**src/core/wict_consts.svh**
```systemverilog
`ifndef WICT_CONSTS_SVH
`define WICT_CONSTS_SVH
// Register addresses (7-bit register address space)
`define WICT_ADDR_PULL      7'h08
`define WICT_ADDR_FILTER    7'h09
`define WICT_ADDR_TIMER     7'h0C
// Reset value of all three registers
`define WICT_RESET_VAL      8'h00
// Writable bit masks; reserved bits are excluded
`define WICT_MASK_CFG       8'h3F
`define WICT_MASK_TIMER     8'h77
// Field positions
`define WICT_ON_MSB         6
`define WICT_ON_LSB         4
`define WICT_PER_MSB        2
`define WICT_PER_LSB        0
// Clock rate and timing
`define WICT_CLK_KHZ        25000
`define WICT_FLT_SHORT_US   16
`define WICT_FLT_LONG_US    64
`define WICT_FLT_SHORT_CYC  ((`WICT_FLT_SHORT_US * `WICT_CLK_KHZ + 999) / 1000)
`define WICT_FLT_LONG_CYC   ((`WICT_FLT_LONG_US * `WICT_CLK_KHZ + 999) / 1000)
// One timer tick every 0.1 ms
`define WICT_TICK_US        100
`define WICT_TICK_CYC       ((`WICT_TICK_US * `WICT_CLK_KHZ) / 1000)
`endif

```
**src/core/wict_pkg.sv**
```systemverilog
package wict_pkg;
	// Pull selection per wake input
	typedef enum logic [1:0] {
		WICT_PULL_NONE = 2'h0,
		WICT_PULL_DOWN = 2'h1,
		WICT_PULL_UP   = 2'h2,
		WICT_PULL_AUTO = 2'h3
	} wict_pull_t;
	// Filter selection per wake input
	typedef enum logic [1:0] {
		WICT_FLT_S16 = 2'h0,
		WICT_FLT_S64 = 2'h1,
		WICT_FLT_CT1 = 2'h2,
		WICT_FLT_CT2 = 2'h3
	} wict_flt_t;
	// Register access port bundle
	typedef struct packed {
		logic       wr;
		logic       rd;
		logic [6:0] addr;
		logic [7:0] wdata;
	} wict_reg_req_t;
	// Timer state
	typedef enum logic [1:0] {
		WICT_T_STOP = 2'b00,
		WICT_T_ON   = 2'b01,
		WICT_T_OFF  = 2'b11
	} wict_tstate_t;
endpackage : wict_pkg

```
**src/core/wict_core.sv**
```systemverilog
// Behaviour
// RQ1: Reserved bits in the three registers read zero, writes ignored.
// RQ2: Third input pull field 5:4: none, down, up, automatic.
// RQ3: Second and first input pull fields at 3:2 and 1:0, same codes.
// RQ4: Reset loads zero into pull, filter and timer registers.
// RQ5: Static filter codes give 16 us or 64 us filtering.
// RQ6: Cyclic codes sample with 16 us filter at on-time end, timer one or two.
// RQ7: Filter fields for inputs c, b, a at 5:4, 3:2, 1:0.
// RQ8: Host routes the chosen timer to a high-side switch for cyclic sensing.
// RQ9: On-time codes 0.1, 0.3, 1, 10, 20 ms; 111 reserved.
// RQ10: On-time 000 stops timer low; 110 stops timer high.
// RQ11: Period codes 10 ms to 2 s; 111 reserved.
// RQ12: Timer starts by itself once a running on-time code is written.
// RQ13: Switches cleared in restart mode with cyclic sense clear timer fields.
// RQ14: Cyclic wake and cyclic sensing run together on the same timer.
// RQ15: Wake-enable bit makes timer one a cyclic wake source.
// RQ16: Switch mode 010 makes a switch follow timer one.
// RQ17: Reserved timer codes act as stopped timer with output low.
// RQ18: Cyclic sensing qualifies only a level stable for the window ending with on-time.
`timescale 1ns/1ps
`default_nettype none
`include "wict_consts.svh"
module wict_core
(
	// Clock and reset
	input  wire logic                   clk,
	input  wire logic                   nrst,
	// Register access port
	input  wire wict_pkg::wict_reg_req_t req,
	output logic [7:0]                  rdata_q,
	// Context from the rest of the device
	input  wire logic                   timer_one_wake_enable,
	input  wire logic [2:0]             high_side_switch_mode,
	input  wire logic                   restart_mode,
	input  wire logic                   switches_cleared,
	input  wire logic                   t2_on,
	input  wire logic                   t2_end,
	// Wake pins
	input  wire logic                   wake_in_a,
	input  wire logic                   wake_in_b,
	input  wire logic                   wake_in_c,
	// Outputs
	output logic [5:0]                  pull_sel_q,
	output logic [2:0]                  wake_level_q,
	output logic                        high_side_switch_out_q,
	output logic                        timer_one_on_q,
	output logic                        cyclic_wake_q
);
	localparam logic [2:0] ON_LOW  = 3'h0;
	localparam logic [2:0] ON_HIGH = 3'h6;
	localparam logic [2:0] HS_T1   = 3'h2;

	logic [7:0]  pull_q, pull_d, flt_q, flt_d, tmr_q, tmr_d, rdata_d;
	logic [2:0]  sync1_q, sync2_q, wk_lvl;
	logic [14:0] tick_q, tick_d;
	logic [14:0] ptk_q, ptk_d;
	logic [14:0] per_ticks, on_ticks;
	logic        on_q, on_d, tend, tick, cyc_sel, hs_d, wake_d;
	wict_pkg::wict_tstate_t st_q, st_d;

	// Period length in 0.1 ms ticks; reserved code gives zero
	function automatic logic [14:0] per_len(input logic [2:0] c);
		unique case (c)
			3'h0: per_len = 15'h0064;
			3'h1: per_len = 15'h00C8;
			3'h2: per_len = 15'h01F4;
			3'h3: per_len = 15'h03E8;
			3'h4: per_len = 15'h07D0;
			3'h5: per_len = 15'h2710;
			3'h6: per_len = 15'h4E20;
			default: per_len = 15'h0000;
		endcase
	endfunction : per_len

	// On-time in 0.1 ms ticks; stop codes give zero
	function automatic logic [14:0] on_len(input logic [2:0] c);
		unique case (c)
			3'h1: on_len = 15'h0001;
			3'h2: on_len = 15'h0003;
			3'h3: on_len = 15'h000A;
			3'h4: on_len = 15'h0064;
			3'h5: on_len = 15'h00C8;
			default: on_len = 15'h0000;
		endcase
	endfunction : on_len

	// Register writes, reads and restart clearing
	always_comb
	begin
		pull_d  = pull_q;
		flt_d   = flt_q;
		tmr_d   = tmr_q;
		rdata_d = rdata_q;
		cyc_sel = flt_q[5] | flt_q[3] | flt_q[1];
		if (req.wr)
		begin
			if (req.addr == `WICT_ADDR_PULL)
				pull_d = req.wdata & `WICT_MASK_CFG; // RQ1 RQ2 RQ3
			if (req.addr == `WICT_ADDR_FILTER)
				flt_d = req.wdata & `WICT_MASK_CFG; // RQ1 RQ7
			if (req.addr == `WICT_ADDR_TIMER)
				tmr_d = req.wdata & `WICT_MASK_TIMER; // RQ1
		end
		if (cyc_sel && restart_mode && switches_cleared)
			tmr_d = `WICT_RESET_VAL; // RQ13
		if (req.rd)
		begin
			unique case (req.addr)
				`WICT_ADDR_PULL:   rdata_d = pull_q;
				`WICT_ADDR_FILTER: rdata_d = flt_q;
				`WICT_ADDR_TIMER:  rdata_d = tmr_q;
				default:           rdata_d = 8'h00;
			endcase
		end
	end

	// Timer one: on-time phase then off phase, repeating each period
	always_comb
	begin
		per_ticks = per_len(tmr_q[`WICT_PER_MSB:`WICT_PER_LSB]); // RQ11
		on_ticks  = on_len(tmr_q[`WICT_ON_MSB:`WICT_ON_LSB]); // RQ9
		tick      = (tick_q == 15'(`WICT_TICK_CYC - 1));
		tick_d    = tick ? 15'h0000 : tick_q + 15'h0001;
		st_d      = st_q;
		ptk_d     = ptk_q;
		tend      = 1'b0;
		if (on_ticks == 15'h0000 || per_ticks == 15'h0000) // RQ10 RQ17
		begin
			st_d   = wict_pkg::WICT_T_STOP;
			ptk_d  = 15'h0000;
			tick_d = 15'h0000;
		end
		else
		begin
			unique case (st_q)
				wict_pkg::WICT_T_STOP:
				begin
					st_d  = wict_pkg::WICT_T_ON; // RQ12
					ptk_d = 15'h0000;
					tick_d = 15'h0000;
				end
				wict_pkg::WICT_T_ON:
					if (tick)
					begin
						ptk_d = ptk_q + 15'h0001;
						if (ptk_q + 15'h0001 >= on_ticks)
						begin
							st_d = wict_pkg::WICT_T_OFF;
							tend = 1'b1;
						end
					end
				wict_pkg::WICT_T_OFF:
					if (tick)
					begin
						ptk_d = ptk_q + 15'h0001;
						if (ptk_q + 15'h0001 >= per_ticks)
						begin
							st_d  = wict_pkg::WICT_T_ON;
							ptk_d = 15'h0000;
						end
					end
				default: st_d = wict_pkg::WICT_T_STOP;
			endcase
		end
		// Flag drops with a stop so it never shows on while a stop code forces the switch low
		on_d = (st_q == wict_pkg::WICT_T_ON) && (st_d != wict_pkg::WICT_T_STOP);
		// A reserved period keeps the output low even with the high stop code
		hs_d = (tmr_q[`WICT_ON_MSB:`WICT_ON_LSB] == ON_HIGH && per_ticks != 15'h0000)
			? 1'b1 : on_d; // RQ10 RQ17
		if (tmr_q[`WICT_ON_MSB:`WICT_ON_LSB] == ON_LOW)
			hs_d = 1'b0;
		if (high_side_switch_mode != HS_T1) // RQ16
			hs_d = 1'b0;
		wake_d = timer_one_wake_enable && tend; // RQ15 RQ14
	end

	// Register stage
	always_ff @(posedge clk)
	begin
		if (!nrst)
		begin
			pull_q  <= `WICT_RESET_VAL; // RQ4
			flt_q   <= `WICT_RESET_VAL; // RQ4
			tmr_q   <= `WICT_RESET_VAL; // RQ4
			rdata_q <= 8'h00;
			sync1_q <= 3'h0;
			sync2_q <= 3'h0;
			tick_q  <= 15'h0000;
			ptk_q   <= 15'h0000;
			st_q    <= wict_pkg::WICT_T_STOP;
			on_q    <= 1'b0;
			high_side_switch_out_q <= 1'b0;
			timer_one_on_q <= 1'b0;
			cyclic_wake_q  <= 1'b0;
			pull_sel_q     <= 6'h00;
		end
		else
		begin
			pull_q  <= pull_d;
			flt_q   <= flt_d;
			tmr_q   <= tmr_d;
			rdata_q <= rdata_d;
			sync1_q <= {wake_in_c, wake_in_b, wake_in_a};
			sync2_q <= sync1_q;
			tick_q  <= tick_d;
			ptk_q   <= ptk_d;
			st_q    <= st_d;
			on_q    <= on_d;
			high_side_switch_out_q <= hs_d;
			timer_one_on_q <= on_d;
			cyclic_wake_q  <= wake_d;
			pull_sel_q     <= pull_q[5:0];
		end
	end

	// One qualifier per wake input; sensing runs beside cyclic wake
	for (genvar i = 0; i < 3; i++)
	begin : g_flt
		wict_wake_filter u_flt
		(
			.clk    (clk),
			.nrst   (nrst),
			.sel    (wict_pkg::wict_flt_t'(flt_q[2*i+1 -: 2])),
			.t1_on  (on_q),
			.t1_end (tend),
			.t2_on  (t2_on),
			.t2_end (t2_end),
			.level  (sync2_q[i]),
			.wake_q (wk_lvl[i])
		);
	end

	// Qualified levels registered once more for the port
	always_ff @(posedge clk)
	begin
		if (!nrst)
			wake_level_q <= 3'h0;
		else
			wake_level_q <= wk_lvl;
	end
endmodule : wict_core
`default_nettype wire

```
**src/core/wict_wake_filter.sv**
```systemverilog
`timescale 1ns/1ps
`default_nettype none
`include "wict_consts.svh"
// Per-input wake qualifier: static or cyclic sensing
module wict_wake_filter
(
	// Clock and reset
	input  wire logic             clk,
	input  wire logic             nrst,
	// Configuration and timer events
	input  wire wict_pkg::wict_flt_t sel,
	input  wire logic             t1_on,
	input  wire logic             t1_end,
	input  wire logic             t2_on,
	input  wire logic             t2_end,
	// Synchronised input level and result
	input  wire logic             level,
	output logic                  wake_q
);
	logic [11:0] cnt_q;
	logic [11:0] cnt_d;
	logic        last_q;
	logic        last_d;
	logic        wake_d;
	logic [11:0] need;
	logic        cyc;
	logic        win_on;
	logic        win_end;

	// Stability counter; any edge restarts the window
	always_comb
	begin
		cyc     = sel[1];
		win_on  = (sel == wict_pkg::WICT_FLT_CT1) ? t1_on : t2_on;
		win_end = (sel == wict_pkg::WICT_FLT_CT1) ? t1_end : t2_end;
		need    = (sel == wict_pkg::WICT_FLT_S64) ? 12'(`WICT_FLT_LONG_CYC)
		                                          : 12'(`WICT_FLT_SHORT_CYC);
		last_d  = level;
		wake_d  = wake_q;
		cnt_d   = cnt_q;
		if (level != last_q || (cyc && !win_on))
			cnt_d = 12'h000;
		else if (cnt_q < need)
			cnt_d = cnt_q + 12'h001;
		if (!cyc)
		begin
			if (cnt_q >= need) // RQ5
				wake_d = last_q;
		end
		else if (win_end) // RQ6
			wake_d = (cnt_q >= need) ? last_q : wake_q; // RQ18
	end

	// Register stage
	always_ff @(posedge clk)
	begin
		if (!nrst)
		begin
			cnt_q  <= 12'h000;
			last_q <= 1'b0;
			wake_q <= 1'b0;
		end
		else
		begin
			cnt_q  <= cnt_d;
			last_q <= last_d;
			wake_q <= wake_d;
		end
	end
endmodule : wict_wake_filter
`default_nettype wire

```
**config.mk**
```make
export PLATFORM = sky130hd
export DESIGN_NAME = wict_core
export DESIGN_NICKNAME = d
export VERILOG_FILES = /design/src/core/wict_pkg.sv /design/src/core/wict_core.sv /design/src/core/wict_wake_filter.sv
export VERILOG_INCLUDE_DIRS = /design/src /design/src/core
export SDC_FILE = /design/constraint.sdc
export NUM_CORES = 1
export LEC_CHECK = 0
export ABC_AREA = 0
export BUFFER_PORTS_ARGS = -buffer_cell sky130_fd_sc_hd__clkbuf_2
export CORE_ASPECT_RATIO = 0.8
export CORE_MARGIN = 8
export CORE_UTILIZATION = 25
export DETAILED_ROUTE_END_ITERATION = 16
export SYNTH_ARGS = -nofsm -noshare
export SYNTH_HDL_FRONTEND = slang
export SYNTH_SLANG_ARGS = --single-unit
```
**constraint.sdc**
```tcl
create_clock -name clk -period 8.66 [get_ports clk]
set_input_delay 2.598 -clock clk [delete_from_list [all_inputs] [get_ports clk]]
set_output_delay 2.598 -clock clk [all_outputs]
set_load 0.02 [all_outputs]
```
==> run_results.csv <==
group,metric,value,unit
power,pwr-share-comb,0.028,
global_routing,grtUsageTotal,0.09626,
synthesis,synth-seq-area-share,0.3664,
global_routing,first_pass_grt_wire_length,24.47,mm
power,seqPwrFrac,0.412,
worst_setup_path,crit_required,9.03,ns
worst_hold_path,hold_path.class,"flop to flop",
floorplan,fp.dieArea,30970,µm²
power,power.net_switching,287.7,µW
outcome,outcome,"finished, final reports clean",
sta,grt_setup_unrepaired,"false",
synthesis,ys_types,67,
sta,setup_violations,0,
power,power_density,177.9,nW/µm²
worst_setup_path,crit_chain,"clkbuf_2 -> buf_4 -> nand2_1 -> a211oi_2 -> a21oi_1 -> o41ai_1 -> a31o_1",
route,vias_cell,4.578,
placement,routabilityCongestion,0.7770,
cts,post_cts_hold_buffer_count,0,
route,detailroute.via_count,5077,
power,pwr-share-clk,0.560,
worst_setup_path,worst-setup-path-type,"input pin to flop",
worst_hold_path,min_from,"sync1_q[0]",
route,drc,0,
power,total_power,1333,µW
sta,final.setup.tns,0,ns
synthesis,synth_top_flop_cell,"dfxtp_1",
sta,slew_headroom,0.2934,
cts,cts_tree,"built",
floorplan,boundaryPins,50,
worst_hold_path,hold_path_depth,1,
worst_setup_path,critical-path-max-stage-delay,0.92,ns
synthesis,postSynthNetCount,809,
route,drtAntennaViolNets,0,
worst_setup_path,critPathSlowestCell,"a211oi_2",
worst_setup_path,timing.rr.start,"ptk_q[0]",
power,power.share.switching,0.2158,
placement,numPlacedInstances,1076,
synthesis,synthesis.yosys.warnings,0,
floorplan,placementRows,52,
route,routed_wl,14.53,mm
cts,numCtsBuffers,17,
route,avgRoutedWirePerCell,13.10,µm
placement,placedInstanceArea,6867,µm²
worst_setup_path,r2r_setup_slack,5.14,ns
placement,dpl.hpwl,10.80,mm
cts,cts_root_buf,"clkbuf_16",
finish,layout.cell_area.non_filler,7492,µm²
sta,report.final.slew_viol_count,0,
cts,post_cts_resized,0,
global_routing,first_global_vias,4908,
synthesis,synth_area_per_cell,8.709,µm²
cts,clockBufferDepth,2,
floorplan,die_x,194.8,µm
sta,clock_skew,0.006619,ns
floorplan,die_height,159.0,µm
global_routing,maximum_number_of_pins_on_one_net_before_global_route_repair,51,
finish,post_route_cells_drive_above_1_share,0.1314,
sta,fmaxAchievable,232.5,MHz
power,power.static_leakage,0.002991,µW
finish,instances_no_fill,1109,
route,firstDrtPassIters,4,
sta,post-route-min-period,4.301,ns
power,worst_ir_drop_vdd,0.1111,mV
sta,worst_pin_slew,1.058,ns
finish,area_delta_synth_final,17.20,%
worst_setup_path,worstRegToRegCells,12,
worst_setup_path,worst-endpoint-arrival,4.67,ns
synthesis,number_of_enable_type_register_cells_in_the_synthesized_netlist,0,
cts,h_tree_depth,4,
synthesis,post_synth_instance_area,6392,µm²
floorplan,start_util,0.2532,
synthesis,synthArstFlopShare,0,
synthesis,ys_ff_latch,117,
placement,number_of_input_and_output_port_buffers_inserted,47,
worst_setup_path,rr_endpoint,"ptk_q[12]",
finish,layout.core_utilization,0.2968,
cts,tritoncts_num_sinks,117,
cts,clk_pin_slew_worst_paths,0.06,ns
route,detailedRoute.firstIterationViolations,322,
worst_setup_path,endpoint_kind,"flop",
finish,fin_nets,846,
synthesis,synthCells,734,
sta,finalHoldViolations,0,
worst_setup_path,crit_path_max_fanout,50,
flow_run,drv_cap,0,
sta,post-route-period-util,0.4966,
worst_hold_path,timing.hold.worst_endpoint,"sync2_q[0]",
cts,clk-insertion-delay-late,0.42,ns
floorplan,core_region_area,25240,µm²
power,internal_power,1045,µW
global_routing,grt_overflow_total,0,
global_routing,grt_antenna_before_repair,2,
worst_setup_path,setup.worst_path.start_class,"input pin",
cts,postCtsSetupBuffers,0,
-- synth_stat cells, types with 19 or more instances --
cell type | count | area [µm²]
nor2_1 | 75 | 281.5
mux2i_1 | 27 | 270.3
ha_1 | 45 | 563.0
nand2_1 | 47 | 176.4
a21oi_1 | 37 | 185.2
o21ai_0 | 21 | 105.1
dfxtp_1 | 117 | 2342
xnor2_1 | 33 | 289.0
nand3_1 | 30 | 150.1
and2_1 | 24 | 150.1
nor2b_1 | 19 | 118.9
inv_1 | 40 | 150.1
-- cell families (layout without fill, tap and decap cells) --
logic type / Yosys count / after routing / synth area share
compound gates: 135 / 135 / 0.1460
fa+ha+maj: 45 / 45 / 0.08808
simple gates: 288 / 288 / 0.2361
flops: 117 / 117 / 0.3664
mux: 27 / 27 / 0.04228
buf+inv: 70 / 120 / 0.05069
xor+xnor: 51 / 51 / 0.06988
other cells: 1 / 2 / 0.0005866
-- through the flow --
step	hold WS, ns	worst slack (ns)
floorplan	0.4119	4.768
global placement	0.4156	3.963
detailed placement	0.4199	3.962
CTS	0.4322	4.382
global route	0.4615	4.179
finish	0.4321	4.359
-- worst max-delay path by stage --
stage	from	to	slack, ns	cells past startpoint
finish	nrst	ptk_q[2]	4.36	7
global route	nrst	ptk_q[2]	4.18	7
CTS	nrst	ptk_q[2]	4.38	7
detailed placement	nrst	ptk_q[2]	3.96	7
global placement	nrst	ptk_q[2]	3.96	7
floorplan	req[13]	tmr_q[0]	4.77	6
-- registers in the layout (all words and copies together), names as in the netlist --
| register | count |
|---|---|
| ptk_q | 15 |
| wake_level_q | 3 |
| flt_q | 6 |
| pull_q | 6 |
| st_q | 2 |
| sync2_q | 3 |
| tick_q | 15 |
| sync1_q | 3 |
| cyclic_wake_q | 1 |
| tmr_q | 6 |
| high_side_switch_out_q | 1 |
| on_q | 1 |
| pull_sel_q | 6 |
| rdata_q | 7 |
| g_flt.u_flt.last_q | 3 |
| g_flt.u_flt.cnt_q | 36 |
| g_flt.u_flt.wake_q | 3 |
-- critical path, delay by kind of cell --
family                 cells  cell delay [ns]
AO/OA/AOI/OAI              4             1.34
buffers and inverters      2             0.45
AND/OR/NAND/NOR            1             0.25
-- power by group through the flow --
| stage | sequential (µW) | combinational, µW | clock [µW] |
|---|---|---|---|
| after detailed placement | 560 | 38.3 | 0 |
| after global routing | 549 | 42.8 | 792 |
| after floorplan | 559 | 26.0 | 0 |
| after CTS | 549 | 38.7 | 763 |
| final | 549 | 37.8 | 746 |
| after global placement | 560 | 37.7 | 0 |
-- area by class of cell --
class	count	area, µm²
tap	324	405.4
sequential	117	2342
antenna	1	2.502
inverter	40	150.1
clock buffer	18	439.2
clock inverter	14	183.9
multi-input combinational	547	3726
timing repair buffer	48	242.7
fill	2668	17750
-- per-layer routing --
metal | part of all wire | track usage | routed length [µm] | up-vias
met5 | 0.00089 | 0 | 13 | -
met2 | 0.41 | 0.1388 | 5901 | 72
met1 | 0.52 | 0.1298 | 7554 | 2327
met3 | 0.052 | 0.03190 | 752 | 23
li1 | - | - | - | 2653
met4 | 0.021 | 0.03853 | 308 | 2
-- cell usage in the layout (no fill, tap or decap), types with 16 or more instances in the layout --
master | Yosys | routed
and2_1 | 24 | 24
clkbuf_16 | 0 | 17
nand3_1 | 30 | 30
a21oi_1 | 37 | 37
inv_1 | 40 | 40
nor2b_1 | 19 | 19
xnor2_1 | 33 | 33
clkbuf_2 | 1 | 47
mux2i_1 | 27 | 27
xor2_1 | 18 | 18
nor2_1 | 75 | 75
o21ai_0 | 21 | 21
nand4_1 | 16 | 16
ha_1 | 45 | 45
dfxtp_1 | 117 | 117
nand2_1 | 47 | 47
Power figures use the tool's default switching activity.
